**src/logic/rx_link_params.svh**
```systemverilog
// constants for the block receiver: device decode, field positions, timing
// assumes inclusion by the package and the design files through its bare name
`ifndef RX_LINK_PARAMS_SVH
`define RX_LINK_PARAMS_SVH

// device select code of the receiver on the in-out bus
`define RX_DEV_CODE 6'h07
`define RX_DEV_W 6

// transfer field codes (instruction bits 5 to 7)
`define RX_XF_NONE 3'h0
`define RX_XF_RD_ADDR 3'h1
`define RX_XF_LD_ADDR 3'h2
`define RX_XF_RD_COUNT 3'h3
`define RX_XF_LD_COUNT 3'h4
`define RX_XF_RD_STATUS 3'h5

// function field codes (instruction bits 8 and 9)
`define RX_FN_NONE 2'h0
`define RX_FN_START 2'h1
`define RX_FN_CLEAR 2'h2
`define RX_FN_PULSE 2'h3

// word layout: bus bits count from the top, so bus bit 0 is bit 15 here
`define RX_WORD_W 16
`define RX_ADDR_W 15
`define RX_ID_W 4
`define RX_ST_OWN_HI 15
`define RX_ST_OWN_LO 12
`define RX_ST_PEER_HI 11
`define RX_ST_PEER_LO 8
`define RX_ST_TIMEOUT 3
`define RX_ST_LOCK 2
`define RX_ST_SND_FIN 1
`define RX_ST_RCV_FIN 0
`define RX_MASK_BIT 3

// reset values, last count and counter steps
`define RX_ADDR_RST 15'h0000
`define RX_COUNT_RST 16'h0000
`define RX_ID_RST 4'h0
`define RX_COUNT_LAST 16'hffff
`define RX_ADDR_ONE 15'h0001
`define RX_COUNT_ONE 16'h0001

// timing: 20 MHz clock, 10 ms no-data limit
`define RX_CLK_PERIOD_NS 50
`define RX_TIMEOUT_NS 10000000
`define RX_TIMEOUT_CYCLES (`RX_TIMEOUT_NS / `RX_CLK_PERIOD_NS)
`define RX_TMO_W 18
`define RX_TMO_ZERO 18'h00000
`define RX_TMO_ONE 18'h00001

// buffer entry: address then data word
`define RX_BUF_W 31

`endif

```
**src/logic/rx_link_pkg.sv**
```systemverilog
// types shared by the block receiver and its buffer
// assumes the constant header is on the include path
`include "rx_link_params.svh"

package rx_link_pkg;
    // in-out transfer selected by instruction bits 5 to 7
    typedef logic [2:0] xfer_t;
    // busy and done function selected by instruction bits 8 and 9
    typedef logic [1:0] func_t;
    // a stored word together with its memory address
    typedef logic [`RX_BUF_W-1:0] buf_word_t;
endpackage : rx_link_pkg

```
**src/logic/block_receiver_device.sv**
```systemverilog
// receiver half of the multiprocessor link adapter
// assumes in-out bus, mask strobe, link offer and data channel all run on clock
// Function
// four-bit jumper identity shared by both halves
// address load takes accumulator bits 1-15
// software loads negative or zero word count
// address reads with bit 0 zero; count whole
// device code 7, bits 8-9 select function
// interrupt disable follows mask bit 12
// status bits 0-3 give own identity
// status bits 4-7 give linked sender identity
// timeout flag after 10 ms without data
// status bit 13 shows lock
// bits 14/15 show sender/receiver count finished
// start clears done, flags 12,14,15; sets busy
// clear drops busy, done, flags 12-15
// end event clears busy, sets done, interrupts
// lock onto first sender while busy
// locked receiver refuses all other senders
// store word at address, bump both counters
// no new word until previous stored
// either count overflow ends block
// 2 us round robin cycle on bus
// refused word is offered again later
// no-data timer restarts on each word
`timescale 1ns/10ps
`include "rx_link_params.svh"

module block_receiver_device #(
    parameter int unsigned TIMEOUT_CYCLES = `RX_TIMEOUT_CYCLES  // no-data limit in clocks
) (
    input wire logic clock,
    input wire logic resetn,
    input wire logic [`RX_ID_W-1:0] node_id,          // jumper identity
    input wire logic io_strobe,                      // one-cycle in-out instruction
    input wire logic [`RX_DEV_W-1:0] io_dev_code,     // device select
    input wire rx_link_pkg::xfer_t io_xfer,          // transfer field
    input wire rx_link_pkg::func_t io_func,          // function field
    input wire logic [`RX_WORD_W-1:0] io_data_in,     // working_accumulator out
    output logic [`RX_WORD_W-1:0] io_data_out,        // working_accumulator in
    input wire logic mask_strobe,                    // priority mask write
    input wire logic [`RX_WORD_W-1:0] mask_data,
    output logic busy,
    output logic done,
    output logic irq_request,
    input wire logic link_valid,                     // word offered this bus turn
    input wire logic [`RX_ID_W-1:0] link_src_id,
    input wire logic [`RX_ID_W-1:0] link_dst_id,
    input wire logic [`RX_WORD_W-1:0] link_word,
    input wire logic link_sender_last,              // sender count ends with this word
    output logic link_accept,
    output logic dch_valid,                          // data channel write request
    input wire logic dch_ready,
    output logic [`RX_ADDR_W-1:0] dch_addr,
    output logic [`RX_WORD_W-1:0] dch_data
);
    import rx_link_pkg::*;

    localparam logic [`RX_TMO_W-1:0] TMO_LAST = `RX_TMO_W'(TIMEOUT_CYCLES - 1);

    // control and status state
    logic busy_reg, busy_next;
    logic done_reg, done_next;
    logic lock_reg, lock_next;                       // status bit 13
    logic tmo_reg, tmo_next;                         // status bit 12
    logic snd_fin_reg, snd_fin_next;                 // sender_count_finished
    logic rcv_fin_reg, rcv_fin_next;                 // receiver_count_finished
    logic int_dis_reg, int_dis_next;
    logic [`RX_ID_W-1:0] peer_id_reg, peer_id_next;  // linked sender
    logic [`RX_ADDR_W-1:0] addr_reg, addr_next;      // rx_block_address
    logic [`RX_WORD_W-1:0] count_reg, count_next;    // rx_word_count
    logic [`RX_TMO_W-1:0] tmo_cnt_reg, tmo_cnt_next; // no-data timer
    logic [`RX_WORD_W-1:0] rd_reg, rd_next;          // read-back latch

    // decoded instruction and events
    logic hit, cmd_start, cmd_clear, ld_addr, ld_count;
    logic can_take, ev_tmo, ev_snd, ev_rcv, ev_any;
    logic [`RX_WORD_W-1:0] status_word;
    logic buf_in_ready, buf_empty;
    buf_word_t buf_out;

    // instruction select on device code
    assign hit = io_strobe && (io_dev_code == `RX_DEV_CODE);
    assign cmd_start = hit && (io_func == `RX_FN_START);
    assign cmd_clear = hit && (io_func == `RX_FN_CLEAR);
    assign ld_addr = hit && (io_xfer == `RX_XF_LD_ADDR);
    assign ld_count = hit && (io_xfer == `RX_XF_LD_COUNT);

    // accept only an addressed word, enabled, buffer drained, right sender
    assign can_take = busy_reg && !cmd_clear && buf_empty && buf_in_ready
        && link_valid && (link_dst_id == node_id)
        && (!lock_reg || (link_src_id == peer_id_reg));
    // an unaccepted offer is simply left for the sender's next turn
    assign link_accept = can_take;

    // end-of-block events
    assign ev_rcv = can_take && (count_reg == `RX_COUNT_LAST);
    assign ev_snd = can_take && link_sender_last;
    assign ev_tmo = busy_reg && lock_reg && !can_take && !cmd_clear
        && (tmo_cnt_reg == TMO_LAST);
    assign ev_any = ev_rcv || ev_snd || ev_tmo;

    // status word: own code, peer code, flags
    always_comb begin
        status_word = '0;
        status_word[`RX_ST_OWN_HI:`RX_ST_OWN_LO] = node_id;
        status_word[`RX_ST_PEER_HI:`RX_ST_PEER_LO] = peer_id_reg;
        status_word[`RX_ST_TIMEOUT] = tmo_reg;
        status_word[`RX_ST_LOCK] = lock_reg;
        status_word[`RX_ST_SND_FIN] = snd_fin_reg;
        status_word[`RX_ST_RCV_FIN] = rcv_fin_reg;
    end

    // flag logic: functions first, hardware events override
    always_comb begin
        busy_next = busy_reg;
        done_next = done_reg;
        lock_next = lock_reg;
        tmo_next = tmo_reg;
        snd_fin_next = snd_fin_reg;
        rcv_fin_next = rcv_fin_reg;
        peer_id_next = peer_id_reg;
        int_dis_next = int_dis_reg;
        // interrupt disable tracks its mask bit
        if (mask_strobe) begin
            int_dis_next = mask_data[`RX_MASK_BIT];
        end
        if (cmd_start) begin
            busy_next = 1'b1;
            done_next = 1'b0;
            tmo_next = 1'b0;
            snd_fin_next = 1'b0;
            rcv_fin_next = 1'b0;
        end else if (cmd_clear) begin
            busy_next = 1'b0;
            done_next = 1'b0;
            tmo_next = 1'b0;
            lock_next = 1'b0;
            snd_fin_next = 1'b0;
            rcv_fin_next = 1'b0;
        end
        // first accepted word locks the link
        if (can_take && !lock_reg) begin
            lock_next = 1'b1;
            peer_id_next = link_src_id;
        end
        // events win over a same-cycle function, lock kept
        if (ev_tmo) begin
            tmo_next = 1'b1;
        end
        if (ev_snd) begin
            snd_fin_next = 1'b1;
        end
        if (ev_rcv) begin
            rcv_fin_next = 1'b1;
        end
        if (ev_any) begin
            busy_next = 1'b0;
            done_next = 1'b1;
        end
    end

    // counters: loads from accumulator, step on each accepted word
    always_comb begin
        addr_next = addr_reg;
        count_next = count_reg;
        if (can_take) begin
            addr_next = addr_reg + `RX_ADDR_ONE;
            count_next = count_reg + `RX_COUNT_ONE;
        end
        if (ld_addr) begin
            addr_next = io_data_in[`RX_ADDR_W-1:0];
        end
        if (ld_count) begin
            count_next = io_data_in;
        end
    end

    // no-data timer: runs while busy and locked, restarts on a word
    always_comb begin
        tmo_cnt_next = tmo_cnt_reg;
        if (!(busy_reg && lock_reg) || can_take || ev_tmo) begin
            tmo_cnt_next = `RX_TMO_ZERO;
        end else begin
            tmo_cnt_next = tmo_cnt_reg + `RX_TMO_ONE;
        end
    end

    // read-back latch for in-out data transfers
    always_comb begin
        rd_next = rd_reg;
        if (hit) begin
            case (io_xfer)
                `RX_XF_RD_ADDR: rd_next = {1'b0, addr_reg};
                `RX_XF_RD_COUNT: rd_next = count_reg;
                `RX_XF_RD_STATUS: rd_next = status_word;
                default: rd_next = rd_reg;
            endcase
        end
    end

    // register all state
    always_ff @(posedge clock or negedge resetn) begin
        if (!resetn) begin
            busy_reg <= 1'b0;
            done_reg <= 1'b0;
            lock_reg <= 1'b0;
            tmo_reg <= 1'b0;
            snd_fin_reg <= 1'b0;
            rcv_fin_reg <= 1'b0;
            int_dis_reg <= 1'b0;
            peer_id_reg <= `RX_ID_RST;
            addr_reg <= `RX_ADDR_RST;
            count_reg <= `RX_COUNT_RST;
            tmo_cnt_reg <= `RX_TMO_ZERO;
            rd_reg <= `RX_COUNT_RST;
        end else begin
            busy_reg <= busy_next;
            done_reg <= done_next;
            lock_reg <= lock_next;
            tmo_reg <= tmo_next;
            snd_fin_reg <= snd_fin_next;
            rcv_fin_reg <= rcv_fin_next;
            int_dis_reg <= int_dis_next;
            peer_id_reg <= peer_id_next;
            addr_reg <= addr_next;
            count_reg <= count_next;
            tmo_cnt_reg <= tmo_cnt_next;
            rd_reg <= rd_next;
        end
    end

    // word path to the data channel through the two-entry buffer
    rx_word_buffer u_buffer (
        .clock(clock),
        .resetn(resetn),
        .in_valid(can_take),
        .in_ready(buf_in_ready),
        .in_data({addr_reg, link_word}),
        .out_valid(dch_valid),
        .out_ready(dch_ready),
        .out_data(buf_out),
        .empty(buf_empty)
    );

    assign dch_addr = buf_out[`RX_BUF_W-1:`RX_WORD_W];
    assign dch_data = buf_out[`RX_WORD_W-1:0];
    assign io_data_out = rd_reg;
    assign busy = busy_reg;
    assign done = done_reg;
    assign irq_request = done_reg && !int_dis_reg;
endmodule : block_receiver_device

```
**src/logic/rx_word_buffer.sv**
```systemverilog
// two-entry buffer between the link side and the data channel
// assumes one clock; the drain side may stall for any number of cycles
`timescale 1ns/10ps

module rx_word_buffer (
    input wire logic clock,
    input wire logic resetn,
    input wire logic in_valid,
    output logic in_ready,
    input wire rx_link_pkg::buf_word_t in_data,
    output logic out_valid,
    input wire logic out_ready,
    output rx_link_pkg::buf_word_t out_data,
    output logic empty
);
    import rx_link_pkg::*;

    buf_word_t mem_reg [2];         // entry storage
    buf_word_t mem_next [2];
    logic wr_ptr_reg, wr_ptr_next;  // index of next free entry
    logic rd_ptr_reg, rd_ptr_next;  // index of oldest entry
    logic [1:0] fill_reg, fill_next; // number of entries held
    logic push, pop;

    // honest full and empty flags from the fill level
    assign in_ready = (fill_reg != 2'h2);
    assign out_valid = (fill_reg != 2'h0);
    assign empty = (fill_reg == 2'h0);
    assign out_data = mem_reg[rd_ptr_reg];
    assign push = in_valid && in_ready;
    assign pop = out_valid && out_ready;

    // next pointers, level and contents
    always_comb begin
        mem_next = mem_reg;
        wr_ptr_next = wr_ptr_reg;
        rd_ptr_next = rd_ptr_reg;
        fill_next = fill_reg;
        if (push) begin
            mem_next[wr_ptr_reg] = in_data;
            wr_ptr_next = ~wr_ptr_reg;
        end
        if (pop) begin
            rd_ptr_next = ~rd_ptr_reg;
        end
        // level moves only when one side acts alone
        if (push && !pop) begin
            fill_next = fill_reg + 2'h1;
        end else if (pop && !push) begin
            fill_next = fill_reg - 2'h1;
        end
    end

    // register stage
    always_ff @(posedge clock or negedge resetn) begin
        if (!resetn) begin
            mem_reg[0] <= '0;
            mem_reg[1] <= '0;
            wr_ptr_reg <= 1'b0;
            rd_ptr_reg <= 1'b0;
            fill_reg <= 2'h0;
        end else begin
            mem_reg <= mem_next;
            wr_ptr_reg <= wr_ptr_next;
            rd_ptr_reg <= rd_ptr_next;
            fill_reg <= fill_next;
        end
    end
endmodule : rx_word_buffer

```
**config.mk**
```make
export PLATFORM = sky130hd
export DESIGN_NAME = block_receiver_device
export DESIGN_NICKNAME = d
export VERILOG_FILES = /design/src/logic/rx_link_pkg.sv /design/src/logic/block_receiver_device.sv /design/src/logic/rx_word_buffer.sv
export VERILOG_INCLUDE_DIRS = /design/src /design/src/logic
export SDC_FILE = /design/constraint.sdc
export NUM_CORES = 1
export LEC_CHECK = 0
export ABC_AREA = 0
export BUFFER_PORTS_ARGS = -buffer_cell sky130_fd_sc_hd__buf_2
export CAP_MARGIN = 10
export CORE_UTILIZATION = 57
export DETAILED_ROUTE_END_ITERATION = 12
export PLACE_DENSITY = 0.8
export RECOVER_POWER = 100
export SYNTH_ARGS = -nofsm -noshare
export SYNTH_HDL_FRONTEND = slang
export SYNTH_HIERARCHICAL = 1
export SYNTH_SLANG_ARGS = --single-unit
```
**constraint.sdc**
```tcl
create_clock -name clock -period 2.9 [get_ports clock]
set_input_delay 0.145 -clock clock [delete_from_list [all_inputs] [get_ports clock]]
set_output_delay 0.145 -clock clock [all_outputs]
set_load 0.02 [all_outputs]
```
==> results of run 1 <==
## power by group through the flow
stage | combinational [mW] | clock (mW) | sequential, mW
3_3_place_gp | 0.455 | 0 | 2.16
5_1_grt | 0.540 | 2.28 | 2.14
2_1_floorplan | 0.309 | 0 | 2.11
6_report | 0.502 | 2.18 | 2.13
3_5_place_dp | 0.466 | 0 | 2.16
4_1_cts | 0.508 | 2.20 | 2.13
## worst min path at each step
stage / end / depth (start not counted)
floorplan: addr_reg[0] / 0
global placement: u_buffer/mem_reg[12] / 1
detailed placement: u_buffer/mem_reg[12] / 1
CTS: addr_reg[14] / 3
global route: count_reg[1] / 3
finish: count_reg[4] / 3
## metal layers
layer / vias to the layer above / global-route usage / wire length [um]
met1: 2820 / 0.362 / 7680
met2: 235 / 0.478 / 8910
met5: - / 0 / 0
li1: 2650 / - / -
met4: 0 / 0.144 / 625
met3: 48 / 0.0695 / 1240
## logic make-up after synthesis
kind of cell / after synthesis / synth area share
buffers and inverters: 44 / 0.0403
xor gates and xnor gates: 53 / 0.0626
adders and majority gates: 4 / 0.00674
muxes: 98 / 0.179
DFF: 142 / 0.479
and+or+nand+nor: 201 / 0.137
AOI/OAI and AO/OA: 119 / 0.0951
## cells in the final DEF, fill, tap and decap left out, types with 3 or more instances in the layout
master / Yosys / layout
buf_4: 0 / 3
o21ai_0: 48 / 51
mux2_4: 60 / 8
ha_1: 4 / 4
dlygate4sd3_1: 0 / 35
mux2_1: 2 / 55
nor4_1: 7 / 9
a22o_1: 3 / 3
and3_1: 7 / 6
o21ai_1: 7 / 4
xnor2_1: 24 / 24
a22oi_1: 4 / 4
a21oi_1: 23 / 23
clkinv_2: 0 / 6
clkbuf_1: 19 / 57
nor3_1: 12 / 15
xor2_1: 29 / 29
buf_12: 6 / 3
nand2_1: 64 / 64
o211ai_1: 10 / 10
o22ai_1: 11 / 11
nor2b_1: 4 / 4
dfrtp_1: 142 / 142
nand4_1: 9 / 9
nor2_1: 49 / 49
bufinv_16: 0 / 3
nand3_1: 27 / 27
clkbuf_16: 0 / 17
inv_1: 8 / 8
buf_2: 5 / 61
o221ai_1: 11 / 11
mux2_2: 36 / 35
## metrics by stage
step                utilization  power, mW  area, um^2  setup WS [ps]
floorplan                     -       2.42        7420            330
global placement          0.639       2.62        8100            346
detailed placement        0.639       2.63        8100            297
CTS                       0.713       4.84        9040            275
global route              0.686       4.96        8700            103
finish                    0.686       4.81        8700            222
## worst max-delay path, delay by kind of cell, from the launching register on
family / cells / cell delay (ps)
mux: 1 / 370
simple gates: 5 / 1190
flops: 1 / 420
buf+inv: 3 / 560
## area by class of cell
cell class | count | area share
clock buffers | 20 | 0.0514
clock inverters | 12 | 0.0165
inverters | 8 | 0.00345
multi-input cells | 475 | 0.384
flip-flops and latches | 142 | 0.409
well taps | 172 | 0.0247
repair buffers | 161 | 0.111
==> impl_metrics.json, run 1 <==
{
  "status": "finished, violations left",
  "violations": "max-capacitance violations",
  "leakage_nw": 4.06,
  "synth_cells": 661,
  "rsz0062_at_grt": "no",
  "reg2reg_depth": 9,
  "max_stage_delay_ps": 420,
  "crit_required_ps": 3190,
  "r2r_slack_ps": 220,
  "crit_path_top_delay_cell": "dfrtp_1",
  "synth_fp_nets": 743,
  "n_antenna_cell": 0,
  "routedWlPerCell_um": 18.6,
  "crit_chain": "or2_2, inv_1, nand4_1, nor2_1, nand4b_4, inv_1, and3b_2, clkbuf_4, mux2_1",
  "synth_most_common_cell": "dfrtp_1",
  "postCtsSetupBuffers": 0,
  "p_sw_mw": 1.17,
  "pin_count": 130,
  "synth-async-reset-ratio": 1.00,
  "synth_edf_count": 0,
  "internal_power_mw": 3.64,
  "vdd_ir_drop_max_uv": 475,
  "setup_viol": 0,
  "drv_slew": 0,
  "drc": 0,
  "regArea_mm2": 0.00355,
  "grt_pass1_wl_mm": 29.3,
  "min-delay-path-class": "in2reg",
  "p_clk_frac": 0.453,
  "vias": 5753,
  "multiInputGateArea_mm2": 0.00334,
  "pwr-share-comb": 0.104,
  "drt-total-wl_mm": 18.5,
  "cts_buffer_depth": 2,
  "hold_viol_final": 0,
  "synth_area_leader_cell": "dfrtp_1",
  "synthTopCellsByArea": "dfrtp_1 (48%), mux2_4 (12%), mux2_2 (5.5%), xor2_1 (3.4%), o21ai_0 (3.2%)",
  "grt_pass1_vias": 5710,
  "seqPwrFrac": 0.443,
  "fmax_mhz": 373,
  "ys_types": 44,
  "worstPathArrival_ps": 2970,
  "finClkSkew_ps": 7.91,
  "max_cap_viol_count": 1,
  "syn_area_mm2": 0.00742,
  "crit_type": "reg2reg",
  "cp-end-kind": "flop",
  "start_kind": "flop",
  "yosys_warnings": 6,
  "rows": 41,
  "core-area_mm2": 0.0127,
  "grt_max_degree": 85,
  "worst_pin_slew_ps": 1500,
  "place_inst": 923,
  "ys_seq_elements": 142,
  "dieArea_mm2": 0.0135,
  "clock_sinks": 142,
  "path_max_fanout": 14,
  "antenna_found_initial": 0,
  "synth_top_cell_area_share": 0.479,
  "setup.worst_path.end": "u_buffer/mem_reg[48]",
  "slew_headroom": 0.00174,
  "r2r_end": "u_buffer/mem_reg[48]",
  "fin_crit_sh": 0.924,
  "grt_usage": 0.291,
  "synthFlopType": "dfrtp_1",
  "finalWeightedCongestion": 0.896,
  "cts_max_level": 4,
  "syn_to_final_growth_pct": 17.2,
  "powerDensity_mw_per_mm2": 553,
  "p_sw_frac": 0.244,
  "layout.nets": 887,
  "dieHeight_um": 116,
  "cp_common_cell": "inv_1",
  "instances_no_fill": 990,
  "fin_tns_setup_ps": 0,
  "drtIter0Drc": 395,
  "ctsResizeCount": 0,
  "ys_top_cells_by_count": "dfrtp_1 (142), nand2_1 (64), mux2_4 (60)",
  "cts.clk_slew.worst_paths_ps": 60,
  "dr.pass1.iters": 5,
  "hold_ws_ps": 16.2,
  "crit_start": "u_buffer/fill_reg[1]",
  "cts_buffers": 17,
  "worst_skew_pair.late_latency_ps": 420,
  "largest_reg_flops": 62,
  "portBuffers": 114,
  "final_antenna_net_count": 0,
  "die_x_um": 116,
  "period_minus_slack_ps": 2680,
  "layout-drive-gt1-share": 0.188,
  "grt_overflow": 0,
  "r2r-start": "u_buffer/fill_reg[1]",
  "worstHoldStart": "io_data_in[4]",
  "avgSynthCellArea_um2": 11.2,
  "yosysSeqAreaShare": 0.479,
  "fillers": 1018,
  "tritoncts": "yes",
  "ctsHoldBuffers": 35,
  "initial_core_util": 0.586,
  "cts-root-buf": "clkbuf_16",
  "viasPerCell": 5.81,
  "dp_hpwl_mm": 12.5
}
No activity file was read; power rests on OpenSTA's default activity.
==> run 2, diff against run 1 <==
--- a/config.mk
+++ b/config.mk
@@ -9,9 +9,9 @@
 export ABC_AREA = 0
 export BUFFER_PORTS_ARGS = -buffer_cell sky130_fd_sc_hd__buf_2
 export CAP_MARGIN = 10
-export CORE_UTILIZATION = 57
+export CORE_UTILIZATION = 55
 export DETAILED_ROUTE_END_ITERATION = 12
-export PLACE_DENSITY = 0.8
+export PLACE_DENSITY = 0.78
 export RECOVER_POWER = 100
 export SYNTH_ARGS = -nofsm -noshare
 export SYNTH_HDL_FRONTEND = slang
==> run 2 against run 1 <==
The run ends with max-capacitance violations, max-slew violations left; clock power is 18% higher; power is 7.8% higher; setup slack better by 42 ps; sequential cell count did not move; highest routed layer unchanged.
==> impl_metrics.json, run 2 (synthesis results as in run 1) <==
{
  "dr.pass1.iters": 5,
  "fillers": 1063,
  "die_x_um": 118,
  "crit_start": "u_buffer/fill_reg[1]",
  "setup_viol": 0,
  "routedWlPerCell_um": 18.6,
  "finalWeightedCongestion": 0.960,
  "grt_max_degree": 78,
  "portBuffers": 114,
  "drt-total-wl_mm": 18.5,
  "fmax_mhz": 379,
  "worst_skew_pair.late_latency_ps": 430,
  "leakage_nw": 4.12,
  "core-area_mm2": 0.0132,
  "status": "finished, violations left",
  "cts_buffer_depth": 2,
  "clock_sinks": 142,
  "viasPerCell": 5.78,
  "cp-end-kind": "flop",
  "cts-root-buf": "clkbuf_16",
  "dp_hpwl_mm": 12.5,
  "start_kind": "flop",
  "syn_to_final_growth_pct": 19.2,
  "instances_no_fill": 995,
  "drtIter0Drc": 513,
  "vias": 5751,
  "grtUsageMet2": 0.443,
  "postCtsSetupBuffers": 0,
  "ctsHoldBuffers": 37,
  "n_antenna_cell": 0,
  "initial_core_util": 0.563,
  "finalPower_mw": 5.19,
  "crit_required_ps": 3200,
  "busiest_layer": "met2",
  "worst_pin_slew_ps": 1660,
  "final_cell_mix": "dfrtp_1 (142), nand2_1 (64), buf_2 (61), mux2_1 (55), clkbuf_1 (54)",
  "final_common_cell": "dfrtp_1",
  "pin_count": 130,
  "rsz0062_at_grt": "no",
  "vdd_ir_drop_max_uv": 409,
  "grt_pass1_vias": 5880,
  "violations": "max-capacitance violations, max-slew violations",
  "grt_overflow": 0,
  "crit_type": "reg2reg",
  "dieHeight_um": 118,
  "layout-drive-gt1-share": 0.189,
  "ctsResizeCount": 0,
  "cts_max_level": 4,
  "drv_slew": 66,
  "regArea_mm2": 0.00355,
  "rows": 42,
  "fin_tns_setup_ps": 0,
  "worstHoldStart": "io_data_in[10]",
  "final_antenna_net_count": 0,
  "max_cap_viol_count": 1,
  "finClkSkew_ps": 9.33,
  "fin_crit_sh": 0.909,
  "tritoncts": "yes",
  "antenna_found_initial": 0,
  "grtUsageMet1": 0.370,
  "r2r-start": "u_buffer/fill_reg[1]",
  "worstPathArrival_ps": 2930,
  "largest_reg_flops": 62,
  "min-delay-path-class": "in2reg",
  "path_max_fanout": 13,
  "powerDensity_mw_per_mm2": 586,
  "utilization": 0.671,
  "period_minus_slack_ps": 2640,
  "grtUsageMet3": 0.0632,
  "cts.clk_slew.worst_paths_ps": 50,
  "hold_viol_final": 0,
  "dieArea_mm2": 0.0140,
  "place_inst": 927,
  "cts_buffers": 17,
  "grt_usage": 0.283,
  "grt_pass1_wl_mm": 30.4,
  "slew_headroom": -0.105,
  "drc": 0,
  "layout.nets": 889,
  "multiInputGateArea_mm2": 0.00334
}
[run 2: cell type report]
class | count | share of cell area
Sequential cell | 142 | 0.402
Multi-Input combinational cell | 475 | 0.377
Timing Repair Buffer | 163 | 0.114
Clock buffer | 20 | 0.0527
Clock inverter | 11 | 0.0266
Tap cell | 176 | 0.0249
Inverter | 8 | 0.00339
[run 2: where the power goes]
group          total, mW  switching [mW]  internal (mW)
clock               2.58           0.822           1.76
combinational      0.514           0.289          0.225
sequential          2.09          0.0624           2.03
[run 2: path summary, 6_finish.rpt]
| kind | endpoint | cells past startpoint | slack, ps |
|---|---|---|---|
| min in group asynchronous | u_buffer/mem_reg[10] | 2 | 690 |
| worst min-delay path | count_reg[10] | 3 | 0.4 |
| worst max register to register | u_buffer/mem_reg[1] | 9 | 260 |
| worst min register to register | io_data_out[2] | 2 | 480 |
| max in group asynchronous | addr_reg[10] | 3 | 1070 |
| worst max-delay path | u_buffer/mem_reg[1] | 9 | 260 |
[run 2: through the flow]
stage	hold WS (ps)	worst slack, ps	instance area [um^2]
after global routing	4.14	84.4	8850
final	0.431	264	8850
after CTS	0.149	340	9180
after floorplan	-151	330	7420
after global placement	171	415	8100
after detailed placement	175	363	8100
[run 2: critical path, stage by stage, from the launching register on]
cell,delay [ps]
dfrtp_1,420
or2_2,340
inv_1,90
nand4_1,80
nor2_1,280
nand4b_4,140
inv_1,100
and3_2,350
clkbuf_4,330
mux2_1,360
[run 2: routing by layer]
layer	part of all wire	vias up
li1	-	2648
met1	0.42	2791
met2	0.47	265
met3	0.079	47
met4	0.032	0
met5	0	-
==> run 3, diff against run 2 <==
--- a/config.mk
+++ b/config.mk
@@ -9,9 +9,9 @@
 export ABC_AREA = 0
 export BUFFER_PORTS_ARGS = -buffer_cell sky130_fd_sc_hd__buf_2
 export CAP_MARGIN = 10
-export CORE_UTILIZATION = 55
+export CORE_UTILIZATION = 42
 export DETAILED_ROUTE_END_ITERATION = 12
-export PLACE_DENSITY = 0.78
+export PLACE_DENSITY = 0.62
 export RECOVER_POWER = 100
 export SYNTH_ARGS = -nofsm -noshare
 export SYNTH_HDL_FRONTEND = slang
==> run 3 against run 2 <==
The flow now finishes without violations; largest cell class unchanged; largest power group unchanged; die area rose by 30%; sequential power barely moved; combinational power barely moved.
==> impl_metrics.json, run 3 (synthesis results as in run 1) <==
{
  "cp-end-kind": "output pin",
  "period_minus_slack_ps": 2640,
  "clock_sinks": 142,
  "instances_no_fill": 1044,
  "powerDensity_mw_per_mm2": 561,
  "cts_buffers": 17,
  "largest_reg_flops": 62,
  "status": "complete, no violations",
  "grt_pass1_wl_mm": 29.3,
  "min-delay-path-class": "in2reg",
  "finalWeightedCongestion": 0.843,
  "dp_hpwl_mm": 12.7,
  "cts_buffer_depth": 2,
  "layout.nets": 888,
  "fillers": 1628,
  "tritoncts": "yes",
  "final_common_cell": "dfrtp_1",
  "rows": 48,
  "fmax_mhz": 378,
  "drv_slew": 0,
  "ctsResizeCount": 0,
  "drt-total-wl_mm": 18.3,
  "rsz0062_at_grt": "no",
  "fin_crit_sh": 0.911,
  "routedWlPerCell_um": 17.5,
  "layout-drive-gt1-share": 0.186,
  "final_cell_mix": "dfrtp_1 (142), nand2_1 (64), buf_2 (60), mux2_1 (58), clkbuf_1 (56)",
  "drtIter0Drc": 314,
  "seqPwrFrac": 0.425,
  "worst_pin_slew_ps": 1350,
  "hold_viol_final": 0,
  "dieHeight_um": 135,
  "crit_start": "u_buffer/fill_reg[1]",
  "vias": 5609,
  "pwr-share-comb": 0.104,
  "dieArea_mm2": 0.0182,
  "slew_headroom": 0.101,
  "path_max_fanout": 15,
  "cts-root-buf": "clkbuf_16",
  "fin_tns_setup_ps": 0,
  "worstHoldStart": "io_data_in[10]",
  "place_inst": 975,
  "cts.clk_slew.worst_paths_ps": 60,
  "p_clk_frac": 0.471,
  "r2r-start": "u_buffer/fill_reg[1]",
  "hold_ws_ps": 22.6,
  "p_sw_mw": 1.17,
  "ctsHoldBuffers": 37,
  "drc": 0,
  "crit_type": "reg2out",
  "finClkSkew_ps": 11.9,
  "portBuffers": 114,
  "dr.pass1.iters": 5,
  "n_antenna_cell": 0,
  "worstPathArrival_ps": 2500,
  "max_cap_viol_count": 0,
  "grt_usage": 0.211,
  "pin_count": 130,
  "syn_to_final_growth_pct": 18.4,
  "crit_required_ps": 2760,
  "p_sw_frac": 0.238,
  "postCtsSetupBuffers": 0,
  "grt_overflow": 0,
  "cts_max_level": 4,
  "worst_skew_pair.late_latency_ps": 430,
  "grt_pass1_vias": 5526,
  "antenna_found_initial": 0,
  "viasPerCell": 5.37,
  "core-area_mm2": 0.0173,
  "start_kind": "flop",
  "initial_core_util": 0.429,
  "final_antenna_net_count": 0,
  "setup_viol": 0,
  "vdd_ir_drop_max_uv": 404,
  "leakage_nw": 4.07,
  "die_x_um": 135,
  "internal_power_mw": 3.76,
  "grt_max_degree": 68
}
-- run 3: area by class of cell --
| cell class | count | area [um^2] | area share |
|---|---|---|---|
| clock buffer | 22 | 474 | 0.0540 |
| clock inverter | 10 | 160 | 0.0182 |
| inverter | 8 | 30.0 | 0.00342 |
| multi-input combinational | 475 | 3330 | 0.379 |
| sequential | 142 | 3550 | 0.404 |
| tap | 225 | 282 | 0.0320 |
| timing repair buffer | 162 | 956 | 0.109 |
-- run 3: worst max-delay path, stage by stage (launching register included) --
cell and delay (ps):
dfrtp_1 420, or2_2 350, inv_1 130, nand4_1 110, nor2_1 260, nand4b_4 140
inv_1 130, buf_4 270, clkbuf_1 260
-- run 3: path summary, 6_finish.rpt --
check / to / slack, ps / cells past startpoint
worst max-delay path: link_accept / 260 / 8
worst min-delay path: count_reg[10] / 20 / 3
worst max register to register: count_reg[14] / 330 / 9
worst min register to register: io_data_out[13] / 480 / 2
max in group asynchronous: u_buffer/mem_reg[26] / 670 / 3
min in group asynchronous: u_buffer/mem_reg[10] / 560 / 2
-- run 3: power groups by stage --
stage          combinational (mW)  sequential [mW]  clock (mW)
2_1_floorplan               0.309             2.11           0
3_3_place_gp                0.484             2.12           0
3_5_place_dp                0.493             2.13           0
4_1_cts                     0.533             2.09        2.37
5_1_grt                     0.561             2.10        2.47
6_report                    0.515             2.09        2.32
-- run 3: metrics by stage --
| stage | utilization | setup slack (ps) | cell area (um^2) | power, mW |
|---|---|---|---|---|
| after CTS | 0.528 | 290 | 9140 | 4.99 |
| final | 0.508 | 257 | 8790 | 4.93 |
| after detailed placement | 0.470 | 385 | 8130 | 2.62 |
| after global placement | 0.470 | 403 | 8130 | 2.61 |
| after global routing | 0.508 | 104 | 8790 | 5.13 |
| after floorplan | - | 330 | 7420 | 2.42 |
-- run 3: metal layers --
layer	global-route usage	vias up	part of all wire	wire length (um)
li1	-	2647	-	-
met1	0.284	2714	0.45	8270
met2	0.327	211	0.45	8260
met3	0.0458	37	0.069	1260
met4	0.0911	0	0.026	472
met5	0	-	0	0
